### src/logic/acs_map.vh
`ifndef ACS_MAP_VH
`define ACS_MAP_VH

// register addresses (12-bit serial address space)
`define ACS_ADDR_FE_CTRL 12'h000
`define ACS_ADDR_OUT_FMT 12'h001
`define ACS_ADDR_CLAMP_LEVEL 12'h003
`define ACS_ADDR_CDS_GAIN 12'h004
`define ACS_ADDR_VGA_GAIN 12'h005
`define ACS_ADDR_CLK_HALVE 12'h00D
`define ACS_ADDR_SOFT_RST 12'h010
`define ACS_ADDR_OUT_EN 12'h011
`define ACS_ADDR_SYNC_CTRL 12'h013
`define ACS_ADDR_CORE_RUN 12'h014
`define ACS_ADDR_OSC_EN 12'h015
`define ACS_ADDR_VERT_ROLE 12'h01C
`define ACS_ADDR_MASTER 12'h020
`define ACS_ADDR_VERT_POL 12'h026
`define ACS_ADDR_SAMPLE_LOC 12'h037
`define ACS_ADDR_OUT_PHASE 12'h038
`define ACS_ADDR_STATUS 12'h03F
`define ACS_ADDR_STARTUP 12'h0D8

// reset values
`define ACS_RST_FE_CTRL 12'h003
`define ACS_RST_OUT_FMT 12'h000
`define ACS_RST_CLAMP_LEVEL 10'h000
`define ACS_RST_CDS_GAIN 12'h000
`define ACS_RST_VGA_GAIN 10'h000
`define ACS_RST_SYNC_CTRL 16'h0000
`define ACS_RST_VERT 24'h00_0000
`define ACS_RST_SAMPLE_LOC 12'h800
`define ACS_RST_OUT_PHASE 8'h00
`define ACS_RST_STARTUP 12'h000

// field positions
`define ACS_FE_POWER 1:0
`define ACS_FE_CLAMP_EN 2
`define ACS_FE_RATE 5:4
`define ACS_FE_DC_IN_PREBLANK_PULSE 6
`define ACS_FMT_TRISTATE 0
`define ACS_FMT_TRANSPARENT 1
`define ACS_FMT_GRAY 2
`define ACS_SYNC_SW 14
`define ACS_LOC_REF 5:0
`define ACS_LOC_DATA 11:6
`define ACS_PH_POS 5:0
`define ACS_PH_FIXED 6
`define ACS_PH_INV 7
`define ACS_SOFT_RST_BIT 0

`define ACS_POWER_FULL 2'h0
`define ACS_POWER_DEEP 2'h3

// serial frame layout
`define ACS_SER_ADDR_LAST 6'h0C
`define ACS_SER_FRAME_BITS 6'h25

// sync low time
`define ACS_SYNC_LOW_NS 100
`define ACS_CLK_PERIOD_NS 50

`endif

### src/logic/acs_serial_port.v
`timescale 1ns/10ps
`include "acs_map.vh"

// 3-wire port: frame of rw bit, 12 address bits, 24 data bits, msb first
module acs_serial_port (
    input wire clk,
    input wire rst,
    input wire serialClk,
    input wire serialDataIn,
    input wire serialLoadN,
    input wire [23:0] rdData,
    output wire [11:0] regAddr,
    output wire [23:0] wrData,
    output reg wrStrobe,
    output reg serialDataOut,
    output reg serialDataOe
);
    reg [1:0] sckSync_r;
    reg [1:0] sdSync_r;
    reg [1:0] ldSync_r;
    reg sckLast_r;
    reg ldLast_r;
    reg isRead_r;
    reg loadRd_r;
    reg [5:0] bitCnt_r;
    reg [11:0] addr_r;
    reg [23:0] data_r;
    reg [23:0] rdShift_r;
    wire sckRise = sckSync_r[1] & ~sckLast_r;
    wire sckFall = ~sckSync_r[1] & sckLast_r;
    wire frameEnd = ldSync_r[1] & ~ldLast_r;
    wire inFrame = ~ldSync_r[1];

    assign regAddr = addr_r;
    assign wrData = data_r;

    always @(posedge clk or posedge rst) begin
        if (rst) begin
            sckSync_r <= 2'b00;
            sdSync_r <= 2'b00;
            ldSync_r <= 2'b11;
            sckLast_r <= 1'b0;
            ldLast_r <= 1'b1;
            isRead_r <= 1'b0;
            loadRd_r <= 1'b0;
            bitCnt_r <= 6'h00;
            addr_r <= 12'h000;
            data_r <= 24'h00_0000;
            rdShift_r <= 24'h00_0000;
            wrStrobe <= 1'b0;
            serialDataOut <= 1'b0;
            serialDataOe <= 1'b0;
        end else begin
            sckSync_r <= {sckSync_r[0], serialClk};
            sdSync_r <= {sdSync_r[0], serialDataIn};
            ldSync_r <= {ldSync_r[0], serialLoadN};
            sckLast_r <= sckSync_r[1];
            ldLast_r <= ldSync_r[1];
            wrStrobe <= 1'b0;
            loadRd_r <= 1'b0;
            if (loadRd_r) begin
                rdShift_r <= rdData;
            end
            if (!inFrame) begin
                bitCnt_r <= 6'h00;
                serialDataOe <= 1'b0;
            end
            if (frameEnd) begin
                wrStrobe <= ~isRead_r && (bitCnt_r == `ACS_SER_FRAME_BITS);
            end else if (inFrame && sckRise && bitCnt_r != `ACS_SER_FRAME_BITS) begin
                bitCnt_r <= bitCnt_r + 6'h01;
                if (bitCnt_r == 6'h00) begin
                    isRead_r <= sdSync_r[1];
                end else if (bitCnt_r <= `ACS_SER_ADDR_LAST) begin
                    addr_r <= {addr_r[10:0], sdSync_r[1]};
                    loadRd_r <= (bitCnt_r == `ACS_SER_ADDR_LAST);
                end else begin
                    data_r <= {data_r[22:0], sdSync_r[1]};
                end
            end else if (inFrame && sckFall && isRead_r && bitCnt_r > `ACS_SER_ADDR_LAST) begin
                serialDataOe <= 1'b1;
                serialDataOut <= rdShift_r[23];
                rdShift_r <= {rdShift_r[22:0], 1'b0};
            end
        end
    end
endmodule // acs_serial_port

### src/logic/acs_top.v
`timescale 1ns/10ps
`include "acs_map.vh"

// Functional notes
// - dc-restore switch closes only in reference sample
// - bit 6 keeps dc-restore during preblank
// - preblank low shorts sampler input to ground
// - sample edges placed from sample_edge_location fields
// - sampler gain minus3, 0 default, plus3
// - 10-bit amplifier gain code, linear dB
// - clamp loop compares target during shielded pixels
// - clamp enable bit; disabled uses fixed offset
// - latch at output phase, or transparent
// - tristate bit floats data outputs
// - output clock tracks phase, fixed, inverted
// - gray coding when format bit set
// - soft reset write restores all defaults
// - vertical outputs reset low, polarity, role
// - timing core held until run bit set
// - master select; enable applies at sync and at each field start
// - sync low 100 ns then high restarts
// - software sync bit makes internal sync
// - power field zero full, three deepest
module acs_top #(
    parameter EDGES_PER_PIXEL = 64,
    parameter PIXELS_PER_LINE = 32,
    parameter LINES_PER_FIELD = 8
) (
    input wire clk,
    input wire rst,
    input wire serialClk,
    input wire serialDataIn,
    input wire serialLoadN,
    input wire preblankN,
    input wire blackClampPulse,
    input wire syncN,
    input wire [11:0] adcData,
    output wire serialDataOut,
    output wire serialDataOe,
    output reg dcRestoreSwitch,
    output reg samplerShort,
    output reg referenceSamplePulse,
    output reg dataSamplePulse,
    output reg [1:0] cdsGainCode,
    output reg [9:0] vgaGainCode,
    output reg [9:0] clampCorrection,
    output reg [1:0] powerMode,
    output reg oscillatorEnable,
    output reg [11:0] dataOut,
    output reg dataOutOe,
    output reg outputDataClock,
    output reg [23:0] verticalOut,
    output reg verticalDrive,
    output reg horizontalDrive
);
    localparam integer SYNC_LOW_CYC =
        (`ACS_SYNC_LOW_NS + `ACS_CLK_PERIOD_NS - 1) / `ACS_CLK_PERIOD_NS;

    // registers
    reg [11:0] feCtrl_r;
    reg [11:0] outFmt_r;
    reg [9:0] clampLevel_r;
    reg [11:0] cdsGain_r;
    reg [9:0] vgaGain_r;
    reg clkHalve_r;
    reg outEnable_r;
    reg [15:0] syncCtrl_r;
    reg coreRun_r;
    reg oscEn_r;
    reg [23:0] vertRole_r;
    reg masterSel_r;
    reg [23:0] vertPol_r;
    reg [11:0] sampleLoc_r;
    reg [7:0] outPhase_r;
    reg [11:0] startup_r;

    wire [11:0] regAddr;
    wire [23:0] wrData;
    wire wrStrobe;
    reg [23:0] rdData;

    // timing state
    reg [1:0] pbSync_r;
    reg [1:0] clpSync_r;
    reg [1:0] synSync_r;
    reg synLast_r;
    reg [1:0] lowCnt_r;
    reg halfTick_r;
    reg started_r;
    reg outputsActive_r;
    reg [5:0] edgeCnt_r;
    reg [7:0] pixelCnt_r;
    reg [7:0] lineCnt_r;
    reg xferLevel_r;
    reg clpLast_r;
    reg [15:0] errAcc_r;
    reg [9:0] clampLoop_r;
    reg [3:0] rateCnt_r;

    function [11:0] toGray;
        input [11:0] b;
        begin
            toGray = b ^ {1'b0, b[11:1]};
        end
    endfunction

    function isAddr;
        input [11:0] a;
        input [11:0] target;
        begin
            isAddr = wrStrobe && (a == target);
        end
    endfunction

    acs_serial_port serialPort (
        .clk(clk),
        .rst(rst),
        .serialClk(serialClk),
        .serialDataIn(serialDataIn),
        .serialLoadN(serialLoadN),
        .rdData(rdData),
        .regAddr(regAddr),
        .wrData(wrData),
        .wrStrobe(wrStrobe),
        .serialDataOut(serialDataOut),
        .serialDataOe(serialDataOe)
    );

    wire softReset = isAddr(regAddr, `ACS_ADDR_SOFT_RST) &&
        wrData[`ACS_SOFT_RST_BIT];
    wire software_sync_trigger = isAddr(regAddr, `ACS_ADDR_SYNC_CTRL) && wrData[`ACS_SYNC_SW];
    wire deepStandby = feCtrl_r[`ACS_FE_POWER] == `ACS_POWER_DEEP;
    wire coreOn = coreRun_r && !deepStandby;
    wire tick = coreOn && (!clkHalve_r || halfTick_r);
    wire hwSync = synSync_r[1] && !synLast_r && (lowCnt_r >= SYNC_LOW_CYC);
    wire syncEvent = masterSel_r && coreOn && (hwSync || software_sync_trigger);
    wire lastEdge = edgeCnt_r == EDGES_PER_PIXEL - 1;
    wire lastPixel = pixelCnt_r == PIXELS_PER_LINE - 1;
    wire lastLine = lineCnt_r == LINES_PER_FIELD - 1;
    wire fieldStart = tick && started_r && lastEdge && lastPixel && lastLine;
    wire preblankActive = !pbSync_r[1];
    wire clampOn = feCtrl_r[`ACS_FE_CLAMP_EN];
    wire refEdge = edgeCnt_r == sampleLoc_r[`ACS_LOC_REF];
    wire dataEdge = edgeCnt_r == sampleLoc_r[`ACS_LOC_DATA];
    wire [5:0] phasePos = outPhase_r[`ACS_PH_POS];
    wire [5:0] phaseOffset = edgeCnt_r - phasePos;
    wire clampDue = rateCnt_r >= ((4'h1 << feCtrl_r[`ACS_FE_RATE]) - 4'h1);
    wire [13:0] adcQuarter = {adcData, 2'b00};
    wire [11:0] codedData = outFmt_r[`ACS_FMT_GRAY] ? toGray(adcData) : adcData;
    wire driveData = outputsActive_r && !outFmt_r[`ACS_FMT_TRISTATE] && !deepStandby;

    always @* begin
        rdData = 24'h00_0000;
        case (regAddr)
            `ACS_ADDR_FE_CTRL: rdData = {12'h000, feCtrl_r};
            `ACS_ADDR_OUT_FMT: rdData = {12'h000, outFmt_r};
            `ACS_ADDR_CLAMP_LEVEL: rdData = {14'h0000, clampLevel_r};
            `ACS_ADDR_CDS_GAIN: rdData = {12'h000, cdsGain_r};
            `ACS_ADDR_VGA_GAIN: rdData = {14'h0000, vgaGain_r};
            `ACS_ADDR_CLK_HALVE: rdData = {23'h00_0000, clkHalve_r};
            `ACS_ADDR_OUT_EN: rdData = {23'h00_0000, outEnable_r};
            `ACS_ADDR_SYNC_CTRL: rdData = {8'h00, syncCtrl_r};
            `ACS_ADDR_CORE_RUN: rdData = {23'h00_0000, coreRun_r};
            `ACS_ADDR_OSC_EN: rdData = {23'h00_0000, oscEn_r};
            `ACS_ADDR_VERT_ROLE: rdData = vertRole_r;
            `ACS_ADDR_MASTER: rdData = {23'h00_0000, masterSel_r};
            `ACS_ADDR_VERT_POL: rdData = vertPol_r;
            `ACS_ADDR_SAMPLE_LOC: rdData = {12'h000, sampleLoc_r};
            `ACS_ADDR_OUT_PHASE: rdData = {16'h0000, outPhase_r};
            `ACS_ADDR_STATUS: rdData = {11'h000, started_r, outputsActive_r, coreOn,
                clampLoop_r};
            `ACS_ADDR_STARTUP: rdData = {12'h000, startup_r};
            default: rdData = 24'h00_0000;
        endcase
    end

    // register file
    always @(posedge clk or posedge rst) begin
        if (rst) begin
            feCtrl_r <= `ACS_RST_FE_CTRL;
            outFmt_r <= `ACS_RST_OUT_FMT;
            clampLevel_r <= `ACS_RST_CLAMP_LEVEL;
            cdsGain_r <= `ACS_RST_CDS_GAIN;
            vgaGain_r <= `ACS_RST_VGA_GAIN;
            clkHalve_r <= 1'b0;
            outEnable_r <= 1'b0;
            syncCtrl_r <= `ACS_RST_SYNC_CTRL;
            coreRun_r <= 1'b0;
            oscEn_r <= 1'b0;
            vertRole_r <= `ACS_RST_VERT;
            masterSel_r <= 1'b0;
            vertPol_r <= `ACS_RST_VERT;
            sampleLoc_r <= `ACS_RST_SAMPLE_LOC;
            outPhase_r <= `ACS_RST_OUT_PHASE;
            startup_r <= `ACS_RST_STARTUP;
        end else if (softReset) begin
            feCtrl_r <= `ACS_RST_FE_CTRL;
            outFmt_r <= `ACS_RST_OUT_FMT;
            clampLevel_r <= `ACS_RST_CLAMP_LEVEL;
            cdsGain_r <= `ACS_RST_CDS_GAIN;
            vgaGain_r <= `ACS_RST_VGA_GAIN;
            clkHalve_r <= 1'b0;
            outEnable_r <= 1'b0;
            syncCtrl_r <= `ACS_RST_SYNC_CTRL;
            coreRun_r <= 1'b0;
            oscEn_r <= 1'b0;
            vertRole_r <= `ACS_RST_VERT;
            masterSel_r <= 1'b0;
            vertPol_r <= `ACS_RST_VERT;
            sampleLoc_r <= `ACS_RST_SAMPLE_LOC;
            outPhase_r <= `ACS_RST_OUT_PHASE;
            startup_r <= `ACS_RST_STARTUP;
        end else if (wrStrobe) begin
            case (regAddr)
                `ACS_ADDR_FE_CTRL: feCtrl_r <= wrData[11:0];
                `ACS_ADDR_OUT_FMT: outFmt_r <= wrData[11:0];
                `ACS_ADDR_CLAMP_LEVEL: clampLevel_r <= wrData[9:0];
                `ACS_ADDR_CDS_GAIN: cdsGain_r <= wrData[11:0];
                `ACS_ADDR_VGA_GAIN: vgaGain_r <= wrData[9:0];
                `ACS_ADDR_CLK_HALVE: clkHalve_r <= wrData[0];
                `ACS_ADDR_OUT_EN: outEnable_r <= wrData[0];
                // software sync bit is a strobe and never stored
                `ACS_ADDR_SYNC_CTRL: syncCtrl_r <= wrData[15:0] &
                    ~(16'h0001 << `ACS_SYNC_SW);
                `ACS_ADDR_CORE_RUN: coreRun_r <= wrData[0];
                `ACS_ADDR_OSC_EN: oscEn_r <= wrData[0];
                `ACS_ADDR_VERT_ROLE: vertRole_r <= wrData;
                `ACS_ADDR_MASTER: masterSel_r <= wrData[0];
                `ACS_ADDR_VERT_POL: vertPol_r <= wrData;
                `ACS_ADDR_SAMPLE_LOC: sampleLoc_r <= wrData[11:0];
                `ACS_ADDR_OUT_PHASE: outPhase_r <= wrData[7:0];
                `ACS_ADDR_STARTUP: startup_r <= wrData[11:0];
                default: startup_r <= startup_r;
            endcase
        end
    end

    // pin synchronisers, sync pulse qualification and pixel/line/field counters
    always @(posedge clk or posedge rst) begin
        if (rst) begin
            pbSync_r <= 2'b11;
            clpSync_r <= 2'b00;
            synSync_r <= 2'b11;
            synLast_r <= 1'b1;
            lowCnt_r <= 2'h0;
            halfTick_r <= 1'b0;
            started_r <= 1'b0;
            outputsActive_r <= 1'b0;
            edgeCnt_r <= 6'h00;
            pixelCnt_r <= 8'h00;
            lineCnt_r <= 8'h00;
            xferLevel_r <= 1'b0;
        end else begin
            pbSync_r <= {pbSync_r[0], preblankN};
            clpSync_r <= {clpSync_r[0], blackClampPulse};
            synSync_r <= {synSync_r[0], syncN};
            synLast_r <= synSync_r[1];
            if (synSync_r[1]) begin
                lowCnt_r <= 2'h0;
            end else if (lowCnt_r != 2'h3) begin
                lowCnt_r <= lowCnt_r + 2'h1;
            end
            halfTick_r <= coreOn ? ~halfTick_r : 1'b0;
            if (softReset || !coreOn) begin
                started_r <= 1'b0;
                outputsActive_r <= 1'b0;
                edgeCnt_r <= 6'h00;
                pixelCnt_r <= 8'h00;
                lineCnt_r <= 8'h00;
                xferLevel_r <= 1'b0;
            end else if (syncEvent) begin
                // counters restart and pending enable applies at sync
                started_r <= 1'b1;
                outputsActive_r <= outEnable_r;
                edgeCnt_r <= 6'h00;
                pixelCnt_r <= 8'h00;
                lineCnt_r <= 8'h00;
                xferLevel_r <= 1'b0;
            end else if (tick && started_r) begin
                edgeCnt_r <= lastEdge ? 6'h00 : edgeCnt_r + 6'h01;
                if (lastEdge) begin
                    pixelCnt_r <= lastPixel ? 8'h00 : pixelCnt_r + 8'h01;
                    if (lastPixel) begin
                        lineCnt_r <= lastLine ? 8'h00 : lineCnt_r + 8'h01;
                        xferLevel_r <= ~xferLevel_r;
                    end
                end
                if (fieldStart) begin
                    outputsActive_r <= outEnable_r;
                end
            end
        end
    end

    // optical black clamp loop
    always @(posedge clk or posedge rst) begin
        if (rst) begin
            clpLast_r <= 1'b0;
            errAcc_r <= 16'h0000;
            clampLoop_r <= 10'h000;
            rateCnt_r <= 4'h0;
        end else if (softReset) begin
            clpLast_r <= 1'b0;
            errAcc_r <= 16'h0000;
            clampLoop_r <= 10'h000;
            rateCnt_r <= 4'h0;
        end else begin
            clpLast_r <= clpSync_r[1];
            if (clampOn && clpSync_r[1] && tick && started_r && dataEdge) begin
                // target counts quarter LSB steps
                errAcc_r <= (adcQuarter > {4'h0, clampLevel_r}) ?
                    errAcc_r + 16'h0001 : errAcc_r - 16'h0001;
            end else if (clpLast_r && !clpSync_r[1]) begin
                rateCnt_r <= clampDue ? 4'h0 : rateCnt_r + 4'h1;
                if (clampOn && clampDue) begin
                    errAcc_r <= 16'h0000;
                    if (!errAcc_r[15] && errAcc_r != 16'h0000 && clampLoop_r != 10'h000) begin
                        clampLoop_r <= clampLoop_r - 10'h001;
                    end else if (errAcc_r[15] && clampLoop_r != 10'h3FF) begin
                        clampLoop_r <= clampLoop_r + 10'h001;
                    end
                end
            end
        end
    end

    // registered outputs
    always @(posedge clk or posedge rst) begin
        if (rst) begin
            dcRestoreSwitch <= 1'b0;
            samplerShort <= 1'b0;
            referenceSamplePulse <= 1'b0;
            dataSamplePulse <= 1'b0;
            cdsGainCode <= 2'b00;
            vgaGainCode <= 10'h000;
            clampCorrection <= 10'h000;
            powerMode <= 2'b00;
            oscillatorEnable <= 1'b0;
            dataOut <= 12'h000;
            dataOutOe <= 1'b0;
            outputDataClock <= 1'b0;
            verticalOut <= `ACS_RST_VERT;
            verticalDrive <= 1'b0;
            horizontalDrive <= 1'b0;
        end else begin
            referenceSamplePulse <= tick && started_r && refEdge;
            dataSamplePulse <= tick && started_r && dataEdge;
            dcRestoreSwitch <= tick && started_r && refEdge &&
                (!preblankActive || feCtrl_r[`ACS_FE_DC_IN_PREBLANK_PULSE]);
            samplerShort <= preblankActive;
            cdsGainCode <= cdsGain_r[1:0];
            vgaGainCode <= vgaGain_r;
            clampCorrection <= clampOn ? clampLoop_r : clampLevel_r;
            powerMode <= feCtrl_r[`ACS_FE_POWER];
            oscillatorEnable <= oscEn_r && !deepStandby;
            if (outFmt_r[`ACS_FMT_TRANSPARENT]) begin
                dataOut <= codedData;
            end else if (tick && started_r && edgeCnt_r == phasePos) begin
                dataOut <= codedData;
            end
            dataOutOe <= driveData;
            outputDataClock <= driveData && (outPhase_r[`ACS_PH_INV] ^
                (outPhase_r[`ACS_PH_FIXED] ? (edgeCnt_r < EDGES_PER_PIXEL / 2) :
                (phaseOffset < EDGES_PER_PIXEL / 2)));
            if (deepStandby) begin
                verticalOut <= vertPol_r;
            end else if (outputsActive_r) begin
                verticalOut <= (vertRole_r & {24{fieldStart}}) |
                    (~vertRole_r & {24{xferLevel_r}});
            end else begin
                verticalOut <= `ACS_RST_VERT;
            end
            verticalDrive <= outputsActive_r && started_r && lineCnt_r == 8'h00;
            horizontalDrive <= outputsActive_r && started_r && pixelCnt_r == 8'h00;
        end
    end
endmodule // acs_top

### config.mk
export PLATFORM = sky130hd
export DESIGN_NAME = acs_top
export DESIGN_NICKNAME = d
export VERILOG_FILES = /design/src/logic/acs_serial_port.v /design/src/logic/acs_top.v
export VERILOG_INCLUDE_DIRS = /design/src /design/src/logic
export SDC_FILE = /design/constraint.sdc
export NUM_CORES = 1
export LEC_CHECK = 0
export BUFFER_PORTS_ARGS = -buffer_cell sky130_fd_sc_hd__buf_2
export CORE_MARGIN = 5
export CORE_UTILIZATION = 40
export CTS_BUF_LIST = sky130_fd_sc_hd__clkbuf_4
export DETAILED_ROUTE_END_ITERATION = 16
export PLACE_DENSITY_LB_ADDON = 0.12
export SLEW_MARGIN = 20
export SYNTH_ARGS = -nofsm -noshare
export SYNTH_HDL_FRONTEND = slang
export SYNTH_HIERARCHICAL = 1
export SYNTH_SLANG_ARGS = --single-unit
### constraint.sdc
create_clock -name clk -period 20.2 [get_ports clk]
set_input_delay 1.01 -clock clk [delete_from_list [all_inputs] [get_ports clk]]
set_output_delay 1.01 -clock clk [all_outputs]
set_load 0.02 [all_outputs]
==> results of run 1 <==
## synthesized netlist by cell type (9+ instances only)
library cell | instances | share of area (%)
a21oi_1 | 80 | 2.3
nor4_1 | 11 | 0.39
nand4_1 | 29 | 1.0
dfstp_2 | 11 | 1.6
nand2b_1 | 10 | 0.35
mux2_1 | 18 | 1.1
a21o_1 | 9 | 0.38
dfrtp_1 | 359 | 51
nand2_1 | 292 | 6.2
o21a_1 | 11 | 0.47
nor3_1 | 21 | 0.59
o21ai_1 | 9 | 0.25
a22oi_1 | 36 | 1.5
nor2b_1 | 9 | 0.32
xor2_1 | 30 | 1.5
o21ai_0 | 209 | 5.9
xnor2_1 | 22 | 1.1
buf_2 | 19 | 0.54
mux2i_1 | 65 | 3.7
inv_1 | 45 | 0.96
a222oi_1 | 10 | 0.57
nand3_1 | 37 | 1.0
ha_1 | 55 | 3.9
and3_1 | 14 | 0.50
clkbuf_1 | 62 | 1.3
nor2_1 | 105 | 2.2
a22o_1 | 24 | 1.2
mux2_4 | 20 | 1.7
## area by class of cell
type	instances	area share (%)
flip-flops and latches	370	46.3
clock inverters	44	1.08
inverters	46	0.907
well taps	592	3.70
clock buffers	138	5.18
repair buffers	117	3.33
multi-input cells	1248	39.5
diodes	1	0.0125
## per-stage QoR
step	total power, mW	hold slack [ns]	setup WS (ns)
after floorplan	0.822	0.331	11.17
after global placement	0.851	0.341	15.63
after detailed placement	0.852	0.340	15.40
after CTS	1.52	0.102	16.09
after global routing	1.58	0.138	15.89
final	1.50	0.179	16.06
## state kept, by name (all words and copies together), names as in the netlist, 8 cells and up
signal and count:
outPhase_r 8, serialPort/rdShift_r 24, vgaGain_r 10, clampCorrection 10
lineCnt_r 8, vgaGainCode 10, pixelCnt_r 8, syncCtrl_r 15
clampLoop_r 10, vertRole_r 24, feCtrl_r 12, serialPort/wrData 24
clampLevel_r 10, serialPort/regAddr 12, cdsGain_r 12, vertPol_r 24
verticalOut 24, dataOut 12, startup_r 12, sampleLoc_r 12
outFmt_r 12, errAcc_r 16
## critical path: cells and delay by family, from the launching register on
family | cells | cell delay (ns)
compound gates | 10 | 2.30
simple gates | 1 | 0.35
fa+ha+maj | 2 | 0.59
flops | 1 | 0.38
buf+inv | 2 | 0.40
## layer usage
| layer | share of wire [%] | up-vias | wire length, microns | global-route usage [%] |
|---|---|---|---|---|
| met4 | 2.7 | 0 | 1360 | 7.80 |
| met5 | 0 | - | 0 | 0 |
| met2 | 45 | 383 | 22800 | 32.2 |
| met3 | 5.9 | 86 | 3010 | 4.57 |
| met1 | 46 | 6771 | 23600 | 29.5 |
| li1 | - | 6563 | - | - |
## power by group
part           switching, mW  internal (mW)  total [mW]
sequential           0.00955          0.747       0.756
combinational         0.0614         0.0200      0.0814
clock                  0.328          0.331       0.659
total                  0.399           1.10        1.50
## worst paths after layout
path                                               endpoint  cells after the start
max                                errAcc_r[13]$_DFFE_PP0P_                     15
min                        serialPort/wrData[2]$_DFFE_PP0P_                      2
max reg2reg                        errAcc_r[13]$_DFFE_PP0P_                     15
min reg2reg                serialPort/sdSync_r[1]$_DFF_PP0_                      0
max in group asynchronous          lineCnt_r[2]$_DFFE_PP0P_                      3
min in group clk                     clpSync_r[0]$_DFF_PP0_                      1
## cell families after synthesis
family / Yosys count / synth area share, %
simple gates: 580 / 15.1
fa+ha+maj: 57 / 4.12
compound gates: 453 / 15.7
buf+inv: 138 / 3.30
mux: 106 / 6.72
xor+xnor: 52 / 2.58
flops: 370 / 52.5
==> results.json, run 1 <==
{
  "yosysWarnings": 6,
  "min_path_type": "in -> async",
  "dpl.hpwl_microns": 33900,
  "endpoint_kind": "flip-flop",
  "status": "finished, final reports clean",
  "die_area_sq_um": 48500,
  "start_util_pct": 40.2,
  "nNetsFinal": 1963,
  "grt_pass1_wl_microns": 79500,
  "power_density_nw_per_um2": 74.8,
  "cp-startpoint": "clampLevel_r[7]$_DFFE_PP0P_",
  "cp_cell_sequence": "inv_1, ha_1, a211o_1, a211oi_1, o221ai_1, o41ai_2, buf_4, ha_1, a211oi_1, o21a_1, a211oi_1, o311ai_0, a21boi_0, or3_1, a32o_1",
  "dieHeight_microns": 220,
  "dpl_cell_area_sq_um": 18700,
  "cts_tree": "built",
  "synth_nets": 1833,
  "ir_drop_mv": 0.0364,
  "routed-via-count": 13800,
  "setup-tns-final_ns": 0,
  "clk_pin_slew_ns": 0.07,
  "gr-total-overflow": 0,
  "nFillCells": 4353,
  "rows": 77,
  "drtAntennaViolNets": 0,
  "die_x_microns": 220,
  "dr.pass1.iters": 6,
  "cts_root_buf": "clkbuf_4",
  "p_leak_nw": 9.13,
  "wl_per_cell_microns": 19.9,
  "synth_edf_count": 0,
  "antenna_found_initial": 2,
  "final_cell_mix": "dfrtp_1 (358), nand2_1 (292), o21ai_0 (204)",
  "drive_gt1_share_pct": 16.9,
  "layout_commonest_cell": "dfrtp_1",
  "ys_seq_area_share_pct": 52.5,
  "regArea_sq_um": 9270,
  "ys.flop_type": "dfrtp_1",
  "synth-async-reset-ratio_pct": 100,
  "dp.cells": 2373,
  "cp.arrival_ns": 4.86,
  "worst_pin_slew_ns": 1.11,
  "totalWireLength_microns": 50700,
  "final_hold_viol_count": 0,
  "postCtsHoldBufs": 0,
  "placement.io_buffers": 90,
  "first_global_vias": 13600,
  "core_sq_um": 43900,
  "cp_common_cell": "a211oi_1",
  "multi_input_area_sq_um": 7900,
  "crit_type": "reg -> reg",
  "postSynthCellCount": 1756,
  "post-cts-setup-buffers": 0,
  "clk_latency_ns": 0.84,
  "cts.sinks": 370,
  "drc": 0,
  "syn_to_final_growth_pct": 13.2,
  "cts_buffers": 103,
  "max-cap-violations": 0,
  "grt_start_max_net_pins": 171,
  "relSlewSlack_pct": 26.0,
  "max_freq_mhz": 242,
  "period_needed_ns": 4.14,
  "drv_slew": 0,
  "vias_per_cell": 5.40,
  "drtIter0Drc": 1041,
  "ys_types": 84,
  "cp_slowest_stage_delay_ns": 0.40,
  "htree_num_levels": 3,
  "rsz0062_at_grt": "no",
  "io_pins": 91,
  "required_ns": 20.92,
  "r2r_slack_ns": 16.06,
  "clock_skew_ns": 0.0635,
  "grt_usage_pct": 21.0,
  "rr_startpoint": "clampLevel_r[7]$_DFFE_PP0P_",
  "final_cells": 2556,
  "setup_viol": 0,
  "avgSynthCellArea_sq_um": 10.1,
  "cp_slowest_cell": "o311ai_0",
  "clock_path_buffers": 3,
  "start_kind": "flip-flop",
  "synth_seq_cells": 370,
  "final_util_pct": 45.6,
  "fin_area_sq_um": 20000,
  "syn_area_sq_um": 17700,
  "cts.repair.resized": 0,
  "path_max_fanout": 20,
  "gp_congestion": 0.873,
  "period_share_pct": 20.5
}
(Power assumes the default switching activity.)
==> inputs of run 2 (changes only) <==
- clock period: 20.2 -> 3.7 ns (I/O delays scaled with it)
==> results.json, run 2 (synthesis gave the netlist of run 1 again) <==
{
  "whs_ns": 0.0855,
  "antenna_found_initial": 1,
  "first_global_vias": 14200,
  "max_freq_mhz": 272,
  "nNetsFinal": 2045,
  "final_hold_viol_count": 0,
  "syn_to_final_growth_pct": 19.3,
  "rr_startpoint": "clampLevel_r[7]$_DFFE_PP0P_",
  "drv_slew": 0,
  "totalWireLength_microns": 51900,
  "setup_ws_ns": 0.0248,
  "rr_endpoint": "errAcc_r[15]$_DFFE_PP0P_",
  "cts_tree": "built",
  "regArea_sq_um": 9270,
  "rows": 77,
  "routed-via-count": 14200,
  "die_x_microns": 220,
  "power.switching_mw": 2.22,
  "required_ns": 4.39,
  "clock_skew_ns": 0.0567,
  "clock_path_buffers": 3,
  "cp.arrival_ns": 4.37,
  "cp_num_buf_inv": 3,
  "crit_type": "reg -> reg",
  "cts_buffers": 104,
  "p_leak_nw": 9.63,
  "place_ws_ns": -0.0859,
  "r2r_slack_ns": 0.02,
  "grt_usage_pct": 21.4,
  "p_total_mw": 8.63,
  "dpl.hpwl_microns": 35500,
  "grt_start_max_net_pins": 100,
  "start_util_pct": 40.2,
  "worst_pin_slew_ns": 1.11,
  "setup-tns-final_ns": 0,
  "period_needed_ns": 3.68,
  "die_area_sq_um": 48500,
  "cp_cell_sequence": "inv_2, ha_4, a211o_1, a211oi_2, o221ai_4, o41ai_4, buf_4, clkbuf_16, ha_1, a211oi_2, o21a_1, a211oi_2, or3_4, a211o_1, and3_1, o211ai_1",
  "dr.pass1.iters": 7,
  "final_cell_mix": "dfrtp_1 (359), nand2_1 (292), o21ai_0 (203)",
  "drive_gt1_share_pct": 20.6,
  "p_clk_share_pct": 45.7,
  "multi_input_area_sq_um": 8060,
  "start_kind": "flip-flop",
  "drtIter0Drc": 1043,
  "cts_root_buf": "clkbuf_4",
  "wl_per_cell_microns": 19.6,
  "htree_num_levels": 3,
  "cp_slowest_cell": "dfrtp_1",
  "relSlewSlack_pct": 25.8,
  "p_int_mw": 6.41,
  "cts.sinks": 370,
  "path_max_fanout": 4,
  "period_share_pct": 99.3,
  "gp_congestion": 0.957,
  "min_path_type": "in -> async",
  "setup_viol": 0,
  "clk_latency_ns": 0.83,
  "drc": 0,
  "grt_pass1_wl_microns": 81200,
  "ir_drop_mv": 0.192,
  "gr-total-overflow": 0,
  "layout_commonest_cell": "dfrtp_1",
  "power_density_nw_per_um2": 409,
  "clk_pin_slew_ns": 0.06,
  "drtAntennaViolNets": 0,
  "core_sq_um": 43900,
  "io_pins": 91,
  "max-cap-violations": 0,
  "nFillCells": 4206,
  "r2r_cells": 16,
  "cp_slowest_stage_delay_ns": 0.39,
  "dieHeight_microns": 220,
  "crit_family": "compound AO/OA/AOI/OAI gates",
  "p_sw_share_pct": 25.7,
  "endpoint_kind": "flip-flop",
  "vias_per_cell": 5.37,
  "placement.io_buffers": 90,
  "power_frac_comb_pct": 6.4,
  "seq_power_share_pct": 47.9,
  "cp_common_cell": "a211oi_2",
  "status": "finished, final reports clean",
  "rsz0062_at_grt": "yes",
  "final_util_pct": 48.0
}
-- run 2: routing by layer --
metal	part of all wire (%)	GRT usage, %	vias up	wire length [microns]
met4	4.6	10.9	0	2380
met1	44	28.7	6934	23000
met3	5.2	4.19	129	2730
li1	-	-	6747	-
met2	46	33.2	389	23800
met5	0	0	-	0
-- run 2: power by group through the flow --
stage	clock (mW)	combinational (mW)	sequential [mW]
finish	3.94	0.553	4.13
floorplan	0	0.314	4.18
global placement	0	0.488	4.20
global route	4.34	0.609	4.14
detailed placement	0	0.491	4.21
CTS	4.09	0.519	4.13
-- run 2: what timing repair did --
action	in CTS	in global routing
endpoints found under the setup margin	3	5
hold endpoints to repair	104	0
hold buffers	30	0
cloned	0	1
buffers inserted	1	12
resized for setup	1	32
pin swaps	1	19
-- run 2: layout make-up --
cell class              instances  area share [%]
repair buffers                198            6.74
flip-flops and latches        370            44.0
diodes                          1          0.0119
well taps                     592            3.51
clock inverters                34            1.12
multi-input cells            1248            38.2
inverters                      46           0.849
clock buffers                 156            5.55
-- run 2: worst reg2reg max path: stages (launching register included) --
cell,delay (ns)
dfrtp_1,0.39
inv_2,0.08
ha_4,0.20
a211o_1,0.26
a211oi_2,0.30
o221ai_4,0.16
o41ai_4,0.08
buf_4,0.21
clkbuf_16,0.15
ha_1,0.25
a211oi_2,0.18
o21a_1,0.17
a211oi_2,0.10
or3_4,0.34
a211o_1,0.32
and3_1,0.17
o211ai_1,0.18
-- run 2: worst max path at each step --
stage                           startpoint  slack (ns)  cells after the start                  endpoint
6_report       clampLevel_r[7]$_DFFE_PP0P_        0.02                     16  errAcc_r[15]$_DFFE_PP0P_
5_1_grt        clampLevel_r[7]$_DFFE_PP0P_       -0.11                     16  errAcc_r[15]$_DFFE_PP0P_
4_1_cts        clampLevel_r[7]$_DFFE_PP0P_        0.01                     15  errAcc_r[13]$_DFFE_PP0P_
3_5_place_dp   clampLevel_r[9]$_DFFE_PP0P_       -0.09                     13  errAcc_r[13]$_DFFE_PP0P_
3_3_place_gp   clampLevel_r[9]$_DFFE_PP0P_       -0.06                     13  errAcc_r[13]$_DFFE_PP0P_
2_1_floorplan                          rst       -0.34                      1  cdsGainCode[0]$_DFF_PP0_
-- run 2: stage by stage --
step / instance area, sq um / std cells
6_report: 21100 / 2645
5_1_grt: 21100 / 2645
4_1_cts: 20800 / 2631
3_5_place_dp: 19100 / 2410
3_3_place_gp: 19100 / 2410
2_1_floorplan: 17700 / 1756
